[src/rtl/ivr_map.vh]
// register offsets, field positions, reset values and timing counts of the vector relocation block
`ifndef IVR_MAP_VH
`define IVR_MAP_VH
`define IVR_GIC_OFFSET 12'h000
`define IVR_STATUS_OFFSET 12'h004
`define IVR_GIC_RESET 8'h00
`define IVR_BIT_UNLOCK 0
`define IVR_BIT_BASE_SEL 1
`define IVR_BIT_IRQ_EN_2 5
`define IVR_BIT_IRQ_EN_0 6
`define IVR_BIT_IRQ_EN_1 7
`define IVR_GIC_WMASK 8'hE3
`define IVR_UNLOCK_CYCLES 4
`define IVR_VEC_TABLE_FIRST 16'h0002
`define IVR_VEC_TABLE_LAST 16'h0028
`define IVR_VEC_SPACING 16'h0002
`define IVR_FLASH_WORDS 16'h2000
`endif

[src/rtl/ivr_ahb_slave.v]
// ahb-lite slave front end: captures the address phase, reports one write or read strobe
`timescale 1ns/1ps
module ivr_ahb_slave
(
  // clock and reset
  input wire hclk,
  input wire hresetn,
  // ahb-lite bus
  input wire hsel,
  input wire [31:0] haddr,
  input wire [1:0] htrans,
  input wire hwrite,
  input wire [2:0] hsize,
  input wire hready,
  output reg hreadyout,
  output reg hresp,
  // register side
  output reg wr_q,
  output reg rd_q,
  output reg [11:0] addr_q
);
  // --------------------------------------------------------------
  // address phase capture
  // --------------------------------------------------------------
  wire take;
  assign take = hsel & hready & htrans[1];

  always @(posedge hclk or negedge hresetn)
  begin
    if (!hresetn)
    begin
      wr_q <= 1'b0;
      rd_q <= 1'b0;
      addr_q <= 12'h000;
      hreadyout <= 1'b1;
      hresp <= 1'b0;
    end
    else
    begin
      // writes finish in one data cycle; reads take one wait state so hrdata is
      // loaded after any write that ended with the read's address phase
      wr_q <= take & hwrite;
      rd_q <= take & ~hwrite;
      if (take)
        addr_q <= haddr[11:0];
      hreadyout <= ~(take & ~hwrite);
      hresp <= 1'b0;
    end
  end
endmodule // ivr_ahb_slave

[src/rtl/ivr_unlock_timer.v]
// unlock window timer: counts the cycles after the unlock bit is set
`timescale 1ns/1ps
module ivr_unlock_timer
#(
  parameter WINDOW = 4
)
(
  // clock and reset
  input wire hclk,
  input wire hresetn,
  // control
  input wire start,
  input wire stop,
  // state
  output wire open,
  output wire expired
);
  reg [3:0] cnt_q;
  reg [3:0] cnt_d;

  // --------------------------------------------------------------
  // countdown
  // --------------------------------------------------------------
  always @*
  begin
    cnt_d = cnt_q;
    if (start)
      cnt_d = WINDOW[3:0];
    else if (stop)
      cnt_d = 4'h0;
    else if (cnt_q != 4'h0)
      cnt_d = cnt_q - 4'h1;
  end

  always @(posedge hclk or negedge hresetn)
  begin
    if (!hresetn)
      cnt_q <= 4'h0;
    else
      cnt_q <= cnt_d;
  end

  assign open = (cnt_q != 4'h0);
  assign expired = (cnt_q == 4'h1) & ~start & ~stop;
endmodule // ivr_unlock_timer

[src/rtl/ivr_top.v]
// interrupt vector relocation: vector base select, timed unlock, boot-lock gating
`timescale 1ns/1ps
`include "ivr_map.vh"

module ivr_top
#(
  parameter UNLOCK_CYCLES = `IVR_UNLOCK_CYCLES
)
(
  // clock and reset
  input wire hclk,
  input wire hresetn,
  // ahb-lite register bus
  input wire hsel,
  input wire [31:0] haddr,
  input wire [1:0] htrans,
  input wire hwrite,
  input wire [2:0] hsize,
  input wire [31:0] hwdata,
  input wire hready,
  output wire hreadyout,
  output wire hresp,
  output reg [31:0] hrdata,
  // fuses and lock bits, static straps (0 = programmed)
  input wire boot_reset_fuse,
  input wire [1:0] boot_size_fuses,
  input wire application_side_lock_bit,
  input wire boot_side_lock_bit,
  // core side
  input wire [15:0] fetch_pc,
  input wire instr_done,
  input wire [5:0] vector_index,
  input wire global_irq_enable,
  // to core
  output reg [15:0] reset_address_q,
  output reg [15:0] vector_address_q,
  output reg [15:0] vector_base_q,
  output reg irq_dispatch_allow_q,
  output reg [2:0] external_irq_enable_q
);
  // --------------------------------------------------------------
  // bus front end
  // --------------------------------------------------------------
  wire wr;
  wire rd;
  wire [11:0] addr;

  ivr_ahb_slave u_slave
  (
    .hclk(hclk),
    .hresetn(hresetn),
    .hsel(hsel),
    .haddr(haddr),
    .htrans(htrans),
    .hwrite(hwrite),
    .hsize(hsize),
    .hready(hready),
    .hreadyout(hreadyout),
    .hresp(hresp),
    .wr_q(wr),
    .rd_q(rd),
    .addr_q(addr)
  );

  // boot area start in words from the size fuses
  function [15:0] boot_start;
    input [1:0] sz;
    begin
      case (sz)
        2'b11: boot_start = `IVR_FLASH_WORDS - 16'h0080;
        2'b10: boot_start = `IVR_FLASH_WORDS - 16'h0100;
        2'b01: boot_start = `IVR_FLASH_WORDS - 16'h0200;
        default: boot_start = `IVR_FLASH_WORDS - 16'h0400;
      endcase
    end
  endfunction

  // --------------------------------------------------------------
  // control register
  // --------------------------------------------------------------
  reg base_sel_q;
  reg [2:0] irq_en_q;
  reg hold_q;
  reg post_write_q;
  wire gic_wr;
  wire [7:0] wdat;
  wire unlock_open;
  wire unlock_expired;
  wire unlock_set;
  wire sel_write;

  assign gic_wr = wr & (addr == `IVR_GIC_OFFSET);
  assign wdat = hwdata[7:0];
  // a set of the unlock bit is only a new sequence if none is open
  assign unlock_set = gic_wr & wdat[`IVR_BIT_UNLOCK] & ~unlock_open;
  // select write counts only inside the window with unlock written zero
  assign sel_write = gic_wr & unlock_open & ~wdat[`IVR_BIT_UNLOCK];

  ivr_unlock_timer #(.WINDOW(UNLOCK_CYCLES)) u_timer
  (
    .hclk(hclk),
    .hresetn(hresetn),
    .start(unlock_set),
    .stop(sel_write),
    .open(unlock_open),
    .expired(unlock_expired)
  );

  always @(posedge hclk or negedge hresetn)
  begin
    if (!hresetn)
    begin
      base_sel_q <= 1'b0;
      irq_en_q <= 3'b000;
      post_write_q <= 1'b0;
    end
    else
    begin
      if (sel_write)
        base_sel_q <= wdat[`IVR_BIT_BASE_SEL];
      if (gic_wr)
        irq_en_q <= {wdat[`IVR_BIT_IRQ_EN_1], wdat[`IVR_BIT_IRQ_EN_0],
                     wdat[`IVR_BIT_IRQ_EN_2]};
      // keep blocking until the instruction after the select write retires
      if (sel_write)
        post_write_q <= 1'b1;
      else if (instr_done)
        post_write_q <= 1'b0;
    end
  end

  always @*
    hold_q = unlock_open | post_write_q;

  // --------------------------------------------------------------
  // vector placement
  // --------------------------------------------------------------
  wire [15:0] boot_base;
  wire [15:0] vec_base;
  wire in_boot;
  wire lock_mute;
  assign boot_base = boot_start(boot_size_fuses);
  assign vec_base = base_sel_q ? boot_base : 16'h0000;
  assign in_boot = (fetch_pc >= boot_base);
  // lock bits are active low (programmed = 0)
  assign lock_mute = (base_sel_q & ~application_side_lock_bit & ~in_boot) |
                     (~base_sel_q & ~boot_side_lock_bit & in_boot);

  always @(posedge hclk or negedge hresetn)
  begin
    if (!hresetn)
    begin
      reset_address_q <= 16'h0000;
      vector_address_q <= 16'h0000;
      vector_base_q <= 16'h0000;
      irq_dispatch_allow_q <= 1'b0;
      external_irq_enable_q <= 3'b000;
    end
    else
    begin
      reset_address_q <= boot_reset_fuse ? 16'h0000 : boot_base;
      vector_base_q <= vec_base;
      vector_address_q <= vec_base + ({10'h000, vector_index} * `IVR_VEC_SPACING);
      // the core's global enable is only read here, never written
      irq_dispatch_allow_q <= global_irq_enable & ~hold_q & ~unlock_set
                              & ~sel_write & ~lock_mute;
      external_irq_enable_q <= irq_en_q;
    end
  end

  // --------------------------------------------------------------
  // read data
  // --------------------------------------------------------------
  always @(posedge hclk or negedge hresetn)
  begin
    if (!hresetn)
      hrdata <= 32'h00000000;
    else if (rd && addr == `IVR_GIC_OFFSET)
      hrdata <= {24'h000000, irq_en_q[2], irq_en_q[1], irq_en_q[0], 3'b000,
                 base_sel_q, unlock_open};
    else if (rd && addr == `IVR_STATUS_OFFSET)
      hrdata <= {30'h00000000, unlock_expired, hold_q};
    else if (rd)
      hrdata <= 32'h00000000;
  end
endmodule // ivr_top

[config.mk]
export PLATFORM = sky130hd
export DESIGN_NAME = ivr_top
export DESIGN_NICKNAME = d
export VERILOG_FILES = /design/src/rtl/ivr_ahb_slave.v /design/src/rtl/ivr_unlock_timer.v /design/src/rtl/ivr_top.v
export VERILOG_INCLUDE_DIRS = /design/src /design/src/rtl
export SDC_FILE = /design/constraint.sdc
export NUM_CORES = 1
export LEC_CHECK = 0
export BUFFER_PORTS_ARGS = -buffer_cell sky130_fd_sc_hd__buf_2
export CORE_ASPECT_RATIO = 0.75
export CORE_MARGIN = 4
export CORE_UTILIZATION = 42
export CTS_CLUSTER_DIAMETER = 100
export DETAILED_ROUTE_END_ITERATION = 16
export PLACE_DENSITY = 0.86
export RECOVER_POWER = 25
export SLEW_MARGIN = 30
export SYNTH_ARGS = -nofsm -noshare
export SYNTH_HDL_FRONTEND = slang
export SYNTH_SLANG_ARGS = --single-unit
[constraint.sdc]
create_clock -name hclk -period 3.11 [get_ports hclk]
set_input_delay 0 -clock hclk [delete_from_list [all_inputs] [get_ports hclk]]
set_output_delay 0 -clock hclk [all_outputs]
set_load 0.05 [all_outputs]
### Word level (Yosys, flattened, before mapping)

Index checks and enable logic that the tools add are counted.

* div/mod/pow operators: 0
* muxes and demuxes: 11
* shift operators: 0
* $lt $le $gt $ge: 1
* equality and inequality tests: 5
* add/sub/neg operators: 2
* bitwise gates (word level): 33
* reductions and logical operators: 7
* multipliers: 0

Operator list (count)
* $mux W32: 3
* $mux W16: 2
* $pmux W10 S3: 1
* $and A1 B1 Y1: 19
* $add A16 B7 Y16: 1
* $ge A16 B16 Y1: 1
* $eq A12 B3 Y1 const B: 1
* $logic_not A12 Y1: 1
* $mux W4: 3
* $not A1 Y1: 12
* $reduce_bool A3 Y1: 2
* $eq A2 B2 Y1 const B: 2
* $eq A4 B1 Y1 const B: 1
* $reduce_bool A4 Y1: 1
* $sub A4 B1 Y4 const B: 1
* $eq A2 B1 Y1 const B: 1
* $logic_and A1 B1 Y1: 2
* $mux W1: 2
* $or A1 B1 Y1: 2
* $reduce_bool A2 Y1: 1

* memories kept: 0
* register bits after elaboration: 108
* memory bits (read-only): 0
* bits in latches: 0
* bits in writable memories: 0
* output and inout bits: 86

### Longest topological paths before layout

* depth after elaboration: 9
* mapped depth: 8

### By module

Synthesis repeated with hierarchy kept, for this count alone.

* cell total of the unflattened synthesis: 202
* area total of the unflattened synthesis: 2452.4 sq um

Modules (own cells, without submodules)
* ivr_top: area an instance 1600.3 sq um, sequential area each 700.7 sq um, instances 1, cells an instance 144
* ivr_ahb_slave: area an instance 595.6 sq um, sequential area each 376.6 sq um, instances 1, cells an instance 35
* ivr_unlock_timer: area an instance 256.5 sq um, sequential area each 100.1 sq um, instances 1, cells an instance 23

### Worst setup path after synthesis

OpenSTA, ideal clock, no wires.

* path type: register -> register
* from: reg u_slave.addr_q[9]
* to: reg base_sel_q
* arrival time: 1.856 ns
* required time: 2.985 ns
* cell stages (with the launch flop): 6
* setup slack: 1.129 ns
* path through: dfrtp_1 -> or4_4 -> nor4_4 -> nand2_2 -> or3_4 -> mux2_4

* longest elaborated chain between the ends: 4

Ends and longest elaborated chain
* start: declaration: RTL line ivr_ahb_slave.v:20 `output reg [11:0] addr_q`
* start signal: assignment: RTL line ivr_ahb_slave.v:45 `addr_q <= haddr[11:0];`
* $logic_not A12 Y1 (no line)
* $and A1 B1 Y1: RTL line ivr_top.v:92 `` assign gic_wr = wr & (addr == `IVR_GIC_OFFSET); ``
* $and A1 B1 Y1 (2 in a row): RTL line ivr_top.v:97 `` assign sel_write = gic_wr & unlock_open & ~wdat[`IVR_BIT_UNLOCK]; ``
* end signal: assignment: RTL line ivr_top.v:120 `` base_sel_q <= wdat[`IVR_BIT_BASE_SEL]; ``
* end: declaration: RTL line ivr_top.v:81 `reg base_sel_q;`

No other way between the ends.
A chain may end at the register's enable or synchronous reset.

### Final worst setup path

Same ends and word-level chain as after synthesis.

==> metrics.cfg <==
[run_status]
outcome = completed

[clock_tree]
root_buffer = clkbuf_8
cts_buffers = 5
cts.sink_count = 47
cts_hold_buffers = 29
cts_tree = built
cts_resized = 0
cts_buffer_depth = 2
clk_latency_ns = 0.28
htreeDepth = 2
postCtsSetupRepairBufs = 0
path_clk_slew_ns = 0.08

[logic_synthesis]
ys_seq_area_frac = 0.506
synth.distinct_cells = 35
ys_seq_elements = 47
ys_warn_count = 0
syn_inst = 209
syn_area_mm2 = 0.00233
syn_avg_cell_area_um2 = 11.1

[detailed_routing]
routedWlPerCell_um = 12.2
routed.top_layer = met4
wl_met3_um = 473
wl_met1_mm = 1.73
drc = 0
dr.pass1.iters = 4
drt_iter0_markers = 77
wirelength_mm = 4.77
drtAntennaViolNets = 0
vias = 1636
dr_wl_met2_mm = 2.53
routed_via_density = 4.18

[die]
die-area_mm2 = 0.00681
die_x_um = 93.9
coreArea_mm2 = 0.00535
die_h_um = 72.5
ios = 189
core.rowCount = 23
start_util = 0.435

[worst_setup_path]
timing.rr.start = u_slave.addr_q[9]
cp.depth = 5
cp_max_fo = 5
crit_slowest_cell = or4_4
r2r_setup_slack_ns = 1.03
endpoint_kind = register
required_ns = 3.28
reg2regPathDepth = 5
arrival_ns = 2.25
cp_slowest_stage_delay_ns = 0.56
critPathTopFamily = simple AND/OR/NAND/NOR gates
r2r-end = base_sel_q
crit_path_start_kind = register
worstPathCellList = or4_4, nor4_4, nand2_2, or3_4, mux2_4
endpoint = base_sel_q
path_buf_inv = 0
cp-startpoint = u_slave.addr_q[9]
criticalPathCategory = register to register

[grt]
antenna_found_initial = 0
grt_max_degree = 48
grt_pass1_wl_mm = 7.28
grt_pass1_vias = 1615
grt_use_total = 0.138
grt-ovfl-total = 0

[sta]
worst_slew_pin_slew_ns = 0.602
slew_headroom = 0.598
clock_skew_ns = 0.00333
fin_crit_sh = 0.667
finalSetupViolCount = 0
finalSetupTns_ns = 0
finalMaxSlewViolations = 0
finalHoldViolations = 0
min_period_ns = 2.08
rsz0062_at_grt = no
final.setup.worst_slack_ns = 1.03
max_freq_mhz = 482

[final_layout]
final_cell_mix = buf_2, conb_1, dfrtp_1
final_common_cell = buf_2
fillCellCount = 463
multiInputGateArea_um2 = 811
n_antenna_cell = 0
final_layout_size_suffix_gt1_frac = 0.351
regArea_mm2 = 0.00118
synthToLayoutAreaGrowth_pct = 25.8
nNetsFinal = 425

[place]
place_ws_ns = 1.03
dp_hpwl_mm = 3.57
port_buffers = 85
gp_congestion = 0.767

[worst_hold_path]
min_path_type = input port to register

[run]
maxCapViolCount = 0

[power]
powerDensity_mw_per_mm2 = 535
irDropWorstVdd_uv = 271
leakage_nw = 1.53

[where the power goes]
| part | leakage [nW] | switching (mW) | internal (mW) | total (mW) |
|---|---|---|---|---|
| clock network | 0.0371 | 0.177 | 0.150 | 0.327 |
| registers | 0.583 | 0.0489 | 0.685 | 0.734 |
| logic | 0.915 | 0.348 | 0.157 | 0.505 |
| total | 1.53 | 0.574 | 0.993 | 1.57 |
[layout make-up]
cell class,instances,area share
Tap cell,75,0.0321
Multi-Input combinational cell,134,0.277
Timing Repair Buffer,114,0.245
Sequential cell,47,0.402
Clock buffer,6,0.0248
Inverter,15,0.0192
[worst min-delay path, stage by stage]
cell and delay [ns]:
buf_2 0.09, or3_4 0.13, o21ai_0 0.07
[per-layer routing]
metal  global-route usage  up-vias
met5                    0        -
met2                0.256       82
li1                     -      783
met1                0.147      767
met4               0.0465        0
met3               0.0446        4
[worst min path at each step]
stage                    startpoint             endpoint  slack (ns)  cells after the start
floorplan                   hresetn           base_sel_q       -0.30                      0
global placement    vector_index[0]  vector_address_q[1]        0.11                      1
detailed placement          hresetn    u_slave.addr_q[1]        0.04                      1
CTS                       hwdata[0]         post_write_q        0.03                      3
global route              hwdata[0]         post_write_q        0.05                      3
finish                    hwdata[0]         post_write_q        0.04                      3
[cells by family after synthesis]
family | Yosys count | synth area share
buf+inv | 79 | 0.228
flops | 47 | 0.506
simple gates | 44 | 0.110
mux | 17 | 0.0839
compound gates | 15 | 0.0398
fa+ha+maj | 5 | 0.0269
other cells | 1 | 0.00161
xor+xnor | 1 | 0.00377
[per-stage QoR]
step                      instance area (um2)  power, mW  cells  hold WS (ns)  utilization
after floorplan                          2520       1.17    260        -0.296            -
after detailed placement                 2570       1.22    356        0.0392        0.479
after CTS                                2930       1.59    391        0.0294        0.547
after global placement                   2560       1.20    356         0.109        0.479
final                                    2930       1.57    391        0.0397        0.547
after global routing                     2930       1.67    391        0.0470        0.547
[synthesized netlist by cell type]
cell        n  area share
nand4_1     1      0.0027
and3b_1     1      0.0038
nand2b_1    2      0.0054
xnor2_1     1      0.0038
and2_1      1      0.0027
nor2_1     13       0.021
o21a_1      1      0.0032
buf_4      62        0.20
or4_4       1      0.0048
or4_1       1      0.0032
clkbuf_1    2      0.0032
o2111ai_1   1      0.0038
o21ai_0     8       0.017
nor3_1      3      0.0065
dfrtp_1    46        0.49
a21oi_1     1      0.0021
nand2_2     1      0.0027
or3_1       2      0.0054
nor4b_1     1      0.0038
and4bb_2    1      0.0054
ha_1        5       0.027
conb_1      1      0.0016
inv_1      15       0.024
nand2_1     6      0.0097
nor4_4      1      0.0091
mux2_4      1      0.0065
a211oi_1    1      0.0032
nor4_1      1      0.0027
or3_4       1      0.0048
o31ai_1     2      0.0065
a221oi_1    1      0.0038
mux2_2     16       0.077
dfstp_2     1       0.011
nand3_1     6       0.013
nand4b_1    1      0.0038
[registers in the layout, summed over array words and instances (netlist names)]
signal,cells
base_sel_q,1
external_irq_enable_q,3
hrdata,5
irq_dispatch_allow_q,1
irq_en_q,3
post_write_q,1
reset_address_q,4
u_slave.addr_q,12
u_slave.hreadyout,1
u_slave.rd_q,1
u_slave.wr_q,1
u_timer.cnt_q,4
vector_address_q,6
vector_base_q,4
(Power assumes the default switching activity.)
